<file path="config.mk">
export PLATFORM = sky130hd
export DESIGN_NAME = led_buck_switch_control
export DESIGN_NICKNAME = d
export VERILOG_FILES = /design/src/core/led_buck_pkg.sv /design/src/core/led_buck_switch_control.sv
export SDC_FILE = /design/constraint.sdc
export NUM_CORES = 1
export LEC_CHECK = 0
export ABC_AREA = 1
export BUFFER_PORTS_ARGS = -buffer_cell sky130_fd_sc_hd__buf_2
export CORE_MARGIN = 10
export CORE_UTILIZATION = 40
export DETAILED_ROUTE_END_ITERATION = 10
export PLACE_DENSITY_LB_ADDON = 0.15
export RECOVER_POWER = 50
export SLEW_MARGIN = 20
export SYNTH_ARGS = -nofsm -noshare
export SYNTH_HDL_FRONTEND = slang
export SYNTH_SLANG_ARGS = --single-unit
</file>
<file path="constraint.sdc">
create_clock -name i_clk_sys -period 2.4 [get_ports i_clk_sys]
set_input_delay 0.24 -clock i_clk_sys [delete_from_list [all_inputs] [get_ports i_clk_sys]]
set_output_delay 0.24 -clock i_clk_sys [all_outputs]
set_load 0.01 [all_outputs]
</file>
<file path="src/core/led_buck_pkg.sv">
// shared constants and carrier types for the switch-timing control
package led_buck_pkg;

  // clock rate in kHz (200 MHz)
  localparam int unsigned CLK_KHZ = 200000;

  // documented times in their own units
  localparam int unsigned BLANK_NS      = 120;
  localparam int unsigned BOOT_IDLE_MS  = 3;
  localparam int unsigned PULLDOWN_NS   = 1000;
  localparam int unsigned MAX_ON_NS     = 12000;
  localparam int unsigned PERIOD_NS     = 13000;

  // cycle counts: least times round up, longest times round down
  localparam int unsigned BLANK_CYC    = (BLANK_NS * (CLK_KHZ / 1000) + 999) / 1000;
  localparam int unsigned PULLDOWN_CYC = (PULLDOWN_NS * (CLK_KHZ / 1000)) / 1000;
  localparam int unsigned MAX_ON_CYC   = (MAX_ON_NS * (CLK_KHZ / 1000)) / 1000;
  localparam int unsigned BOOT_IDLE_CYC = BOOT_IDLE_MS * CLK_KHZ;
  // min off interval chosen so that on plus off fills the low-dropout period
  localparam int unsigned MIN_OFF_CYC  =
    ((PERIOD_NS - MAX_ON_NS) * (CLK_KHZ / 1000)) / 1000;

  // overcurrent skip counter saturation
  localparam int unsigned SKIP_MAX = 7;

  // reset values
  localparam logic [2:0] SKIP_RST = 3'h0;

  // synchronised comparator flags
  typedef struct packed {
    logic over_current;   // sensed current above peak limit
    logic neg_current;    // negative current limit reached
    logic skip_level;     // inductor current reached skip level
    logic comp_bottom;    // compensation node at or below bottom level
    logic temp_hot;       // junction at shutdown level
    logic temp_cool;      // junction back at restart level
  } comp_flags_t;

  // gate driver commands
  typedef struct packed {
    logic high_side_switch;
    logic low_side_pulldown;
  } gate_cmd_t;

endpackage : led_buck_pkg

</file>
<file path="src/core/led_buck_switch_control.sv">
// switch-timing control for a step-down led driver
`timescale 1ns/1ps
// How it works
// - ignore overcurrent comparator for about 120 ns after each turn-on
// - peak current limit during conduction ends the on-time for this cycle
// - overcurrent at blanking end: turn off, skip count grows each repeat
// - skip count saturates at seven skipped pulses
// - no overcurrent at blanking end decrements skip count, floor zero
// - sustained overcurrent drops frequency to one eighth by skipping
// - light load: stay off until compensation node reaches bottom level
// - light load: stay on until inductor current reaches skip level
// - switch off over 3 ms enables small pull-down for boot recharge
// - every turn-off except at max on-time or over-temperature is followed by a minimum off interval
// - loop may demand up to 100% duty near dropout
// - max on-time forces switch off and pull-down on
// - forced pull-down ends on negative current or 1 us timeout
// - max on plus forced off gives 12 us within 13 us
// - over-temperature turns switch off and shuts down
// - restart after cooling with fresh soft-start
// - dimming input low inhibits switching
module led_buck_switch_control #(
  parameter int unsigned BOOT_IDLE_CYCLES = led_buck_pkg::BOOT_IDLE_CYC,
  parameter int unsigned SKIP_W           = 3
) (
  input  wire logic                      i_clk_sys,
  input  wire logic                      i_rst,
  input  wire logic                      i_clk_en_sw,
  input  wire logic                      i_pwm_demand,
  input  wire logic                      i_light_load,
  input  wire logic                      i_dimming_input,
  input  wire led_buck_pkg::comp_flags_t i_comp,
  output logic                           o_high_side_switch,
  output logic                           o_low_side_pulldown,
  output logic                           o_soft_start_req,
  output logic [SKIP_W-1:0]              o_skip_count,
  output logic                           o_thermal_shutdown
);

  // elaboration check: counter must hold the saturation value
  if (SKIP_W < 3 || BOOT_IDLE_CYCLES < 2) begin : g_bad_param
    $error("unsupported parameter values");
  end

  // switch sequence states
  typedef enum logic [2:0] {
    ST_OFF, ST_BLANK, ST_ON, ST_FORCED_PD, ST_MIN_OFF, ST_SHUTDOWN
  } state_t;

  // timer width, wide enough for the boot idle count
  localparam int unsigned CW = 32;

  // synchroniser stages for comparator flags and dimming pin
  led_buck_pkg::comp_flags_t sync1_q, sync2_q;
  logic                      dim1_q, dim2_q;

  always_ff @(posedge i_clk_sys)
  begin
    if (i_rst)
    begin
      sync1_q <= '0;
      sync2_q <= '0;
      dim1_q  <= 1'b0;
      dim2_q  <= 1'b0;
    end
    else
    begin
      sync1_q <= i_comp;
      sync2_q <= sync1_q;
      dim1_q  <= i_dimming_input;
      dim2_q  <= dim1_q;
    end
  end

  // sequence state, phase timer, idle timer and skip counters
  state_t               state_q, state_d;
  logic [CW-1:0]        tmr_q, tmr_d;
  logic [CW-1:0]        idle_q, idle_d;
  logic [SKIP_W-1:0]    skip_q, skip_d;
  logic [SKIP_W-1:0]    skip_left_q, skip_left_d;
  logic                 ss_q, ss_d;
  logic                 pd_boot_q, pd_boot_d;

  // decrement with floor
  function automatic logic [SKIP_W-1:0] dec_sat(input logic [SKIP_W-1:0] v);
    dec_sat = (v == '0) ? v : v - 1'b1;
  endfunction : dec_sat

  // next-state logic for the switch sequence
  always_comb
  begin
    state_d     = state_q;
    tmr_d       = tmr_q;
    skip_d      = skip_q;
    skip_left_d = skip_left_q;
    ss_d        = 1'b0;
    case (state_q)
      ST_OFF:
      begin
        if (!dim2_q)
          state_d = ST_OFF;
        // each period enable eats one pending skip
        else if (i_clk_en_sw && skip_left_q != '0)
          skip_left_d = skip_left_q - 1'b1;
        // light load waits for compensation bottom
        else if (i_light_load ? sync2_q.comp_bottom : (i_clk_en_sw && i_pwm_demand))
        begin
          state_d = ST_BLANK;
          tmr_d   = '0;
        end
      end
      ST_BLANK:
      begin
        tmr_d = tmr_q + 1'b1;
        if (tmr_q + 1 >= led_buck_pkg::BLANK_CYC)
        begin
          if (sync2_q.over_current)
          begin
            if (skip_q < SKIP_W'(led_buck_pkg::SKIP_MAX))
              skip_d = skip_q + 1'b1;
            skip_left_d = (skip_q < SKIP_W'(led_buck_pkg::SKIP_MAX)) ?
                          skip_q + 1'b1 : skip_q;
            state_d = ST_MIN_OFF;
            tmr_d   = '0;
          end
          else
          begin
            // clean blanking end lowers skip count
            skip_d  = dec_sat(skip_q);
            state_d = ST_ON;
          end
        end
      end
      ST_ON:
      begin
        tmr_d = tmr_q + 1'b1;
        if (tmr_q + 1 >= led_buck_pkg::MAX_ON_CYC)
        begin
          state_d = ST_FORCED_PD;
          tmr_d   = '0;
        end
        // peak limit ends conduction this cycle
        else if (sync2_q.over_current || !dim2_q)
        begin
          state_d = ST_MIN_OFF;
          tmr_d   = '0;
        end
        // light load ends at skip level; else demand up to 100%
        else if (i_light_load ? sync2_q.skip_level : !i_pwm_demand)
        begin
          state_d = ST_MIN_OFF;
          tmr_d   = '0;
        end
      end
      ST_FORCED_PD:
      begin
        tmr_d = tmr_q + 1'b1;
        // end on negative current or timeout
        if (sync2_q.neg_current || tmr_q + 1 >= led_buck_pkg::PULLDOWN_CYC)
        begin
          state_d = ST_OFF;
          tmr_d   = '0;
        end
      end
      ST_MIN_OFF:
      begin
        tmr_d = tmr_q + 1'b1;
        if (tmr_q + 1 >= led_buck_pkg::MIN_OFF_CYC)
          state_d = ST_OFF;
      end
      ST_SHUTDOWN:
      begin
        // wait for cool flag, then fresh soft-start
        if (sync2_q.temp_cool && !sync2_q.temp_hot)
        begin
          state_d     = ST_OFF;
          ss_d        = 1'b1;
          skip_d      = led_buck_pkg::SKIP_RST;
          skip_left_d = led_buck_pkg::SKIP_RST;
        end
      end
      default:
        state_d = ST_OFF;
    endcase
    if (sync2_q.temp_hot)
    begin
      state_d = ST_SHUTDOWN;
      tmr_d   = '0;
    end
  end

  // boot idle timer: counts while the switch stays off, held at zero in shutdown
  always_comb
  begin
    idle_d    = idle_q;
    pd_boot_d = 1'b0;
    if (state_q == ST_BLANK || state_q == ST_ON || state_q == ST_SHUTDOWN)
      idle_d = '0;
    else if (idle_q < BOOT_IDLE_CYCLES)
      idle_d = idle_q + 1'b1;
    // long off time enables boot-recharge pull-down
    // drops in the same cycle the switch turns on: no shoot-through
    else
      pd_boot_d = (state_d == ST_OFF);
  end

  // state registers
  always_ff @(posedge i_clk_sys)
  begin
    if (i_rst)
    begin
      state_q     <= ST_OFF;
      tmr_q       <= '0;
      idle_q      <= '0;
      skip_q      <= led_buck_pkg::SKIP_RST;
      skip_left_q <= led_buck_pkg::SKIP_RST;
      ss_q        <= 1'b0;
      pd_boot_q   <= 1'b0;
    end
    else
    begin
      state_q     <= state_d;
      tmr_q       <= tmr_d;
      idle_q      <= idle_d;
      skip_q      <= skip_d;
      skip_left_q <= skip_left_d;
      ss_q        <= ss_d;
      pd_boot_q   <= pd_boot_d;
    end
  end

  // gate outputs decoded from the state and the boot pull-down register
  assign o_high_side_switch  = (state_q == ST_BLANK) || (state_q == ST_ON);
  assign o_low_side_pulldown = (state_q == ST_FORCED_PD) || pd_boot_q;
  assign o_soft_start_req    = ss_q;
  assign o_skip_count        = skip_q;
  assign o_thermal_shutdown  = (state_q == ST_SHUTDOWN);
endmodule : led_buck_switch_control

</file>
==> results.ini <==
[worst_hold_path]
min_path_type = in -> reg

[finish]
drive_gt1_share_pct = 19.2
area_delta_synth_final_pct = 22.5
multi_input_comb_area_sq_um = 3330
seq_area_sq_um = 1800
finish.utilization_pct = 49.8
n_fill_cell = 1502
antenna_cells = 0
finalNetCount = 1008

[routing]
final_antenna_net_count = 0
drtIter0Drc = 334
via_per_inst = 4.87
finalWirelength_mm = 15.2
wl_per_cell_microns = 12.9
firstDrtPassIters = 5
drc_errors = 0
num_vias = 5717

[synth]
synth_top_area_share_pct = 31.8
synth_area_sq_um = 5600
synth.most_common_cell = nand2_1
synth_warnings = 0
ys_ff_latch = 89
postSynthCellCount = 907
synthArstFlopShare_pct = 0
synth-edff-count = 0
ys_types = 39
ys.flop_type = dfxtp_1
synth_top_cell_by_area = dfxtp_1
yosys-top-cells-count = nand2_1, inv_1, nor2_1
yosys-top-cells-area = dfxtp_1, nand2_1, inv_1
synth_fp_nets = 926
syn_avg_cell_area_sq_um = 6.17
synth_seq_area_share_pct = 31.8

[sta]
rsz0062_at_grt = true
maxSlewHeadroom_pct = 40.5
skew_ps = 5.43
finalSetupViolCount = 7
postLayoutSetupSlackWorst_ps = -31.1
slew_viol_final = 0
fin_tns_setup_ps = -121
timing.fmax_mhz = 411
hold_viol_final = 0
fin_worst_hold_slack_ps = 86.2
worst_slew_pin_slew_ps = 892
post-route-min-period_ps = 2430
period_share_pct = 101

[clocking]
cts_buffers = 9
cts_sinks = 89
cts_buffer_depth = 2
tritoncts = yes
clock-root-buffer = clkbuf_16
cts_hold_buf = 0
cts_max_level = 3
clock_latency_ps = 350
clk_pin_slew_ps = 70

[die]
start_util_pct = 40.7
rows = 43
die_area_sq_um = 19100
core_sq_um = 13800
die_w_microns = 138
io-pin-count = 19
die_h_microns = 138

[global_routing]
grt_pass1_vias = 5302
gr-total-overflow = 0
grt_max_degree = 27
grt_pass1_wl_mm = 25.4
grt_usage_pct = 15.5
antenna_found_initial = 0

[place]
dpl.hpwl_mm = 11.4
port_buffers = 18
routabilityCongestion = 0.931

[pwr]
p_per_area_nw_per_um2 = 468
ir_drop_mv = 0.299
p_leak_nw = 3.11
power_mw = 3.21

[worst_setup_path]
worstSetupPathType = reg -> reg
critPathArrivalTime_ps = 2700
cp-start-kind = flip-flop
worstSetupEndpointType = flip-flop
critPathRequiredTime_ps = 2670
cp_max_fo = 8

[status]
violations = setup timing
run_status = finished, violations left

[job]
max-cap-violations = 0

[critical path: stages (launching register included)]
cell and delay [ps]:
dfxtp_4 370, nand2_2 80, nor2_4 130, buf_4 130, nand2_4 60, nor2_4 210, buf_12 140, nand2_4 40
nand2_2 80, nand2_2 50, nor2_2 110, nand2_2 90, nor2_8 230, nand4_1 210, nand2_2 190, o21bai_1 90
a21oi_1 110
[state kept, by name, indices dropped and copies added (netlist names)]
name and count:
dim2_q 1, sync2_q 6, o_skip_count 3, o_soft_start_req 1, sync1_q 6, dim1_q 1
pd_boot_q 1, state_q 3, skip_left_q 3, idle_q 32, tmr_q 32
[power by group]
group          internal [mW]  leakage, nW  total (mW)  switching [mW]
Combinational          0.112         2.26       0.345           0.233
Sequential              1.51        0.728        1.54          0.0277
Clock                  0.704        0.125        1.33           0.623
[cell type report]
class	instances	area share [%]
Clock buffer	10	3.34
Clock inverter	5	0.602
Inverter	154	8.53
Multi-Input combinational cell	644	48.5
Sequential cell	89	26.3
Tap cell	180	3.28
Timing Repair Buffer	91	9.52
[worst paths after layout]
| path | cells past startpoint | endpoint | start | slack (ps) |
|---|---|---|---|---|
| worst min-delay path | 3 | sync1_q[1] | i_comp[1] | 90 |
| worst max register to register | 16 | tmr_q[2] | tmr_q[6] | -30 |
| worst max-delay path | 16 | tmr_q[2] | tmr_q[6] | -30 |
| worst min register to register | 2 | sync2_q[1] | sync1_q[1] | 400 |
[layer usage]
layer	up-vias	GRT usage, %	part of all wire, %
li1	3048	-	-
met1	2560	20.0	48
met2	89	25.5	46
met3	20	2.81	3.5
met4	0	4.55	1.7
met5	-	0	0
[timing repair]
action	4_1_cts	5_1_grt
buffers inserted	0	8
setup endpoints to repair	22	24
pin swaps	2	24
resized for setup	10	58
[kinds of logic (layout without fill, tap and decap cells)]
family	after synthesis	count (layout)	synth area share (%)
flip-flops	89	89	31.8
buffers and inverters	174	260	11.7
AND/OR/NAND/NOR	533	533	43.2
XOR/XNOR	11	11	1.72
adder cells (fa/ha/maj)	7	7	1.56
AO/OA/AOI/OAI	93	93	9.99
[placed cells by master (no fill, tap or decap), types with 4 or more instances in the layout]
cell	n
nand2_1	239
inv_1	147
nor2_1	106
dfxtp_1	77
buf_4	66
nand3_1	60
a21oi_1	32
nand4_1	29
nor2_2	21
nor3_1	21
o21ai_0	21
nand2_2	20
o211ai_1	19
buf_2	14
nor2_4	10
dfxtp_2	10
clkbuf_16	9
xor2_1	8
clkbuf_1	7
nand3_2	6
ha_1	6
o21ai_1	5
nor4_1	4
nand2_4	4
inv_2	4
o2111ai_2	4
o21bai_1	4
buf_6	4
[stage by stage]
step                      instances  setup WS [ps]  cell area [sq um]
final                          1173          -31.1               6860
after global routing           1173           -185               6860
after CTS                      1165           5.52               6620
after detailed placement       1150           -120               6330
after global placement         1150           -137               6330
after floorplan                 907            203               5600
(Power assumes the default switching activity.)
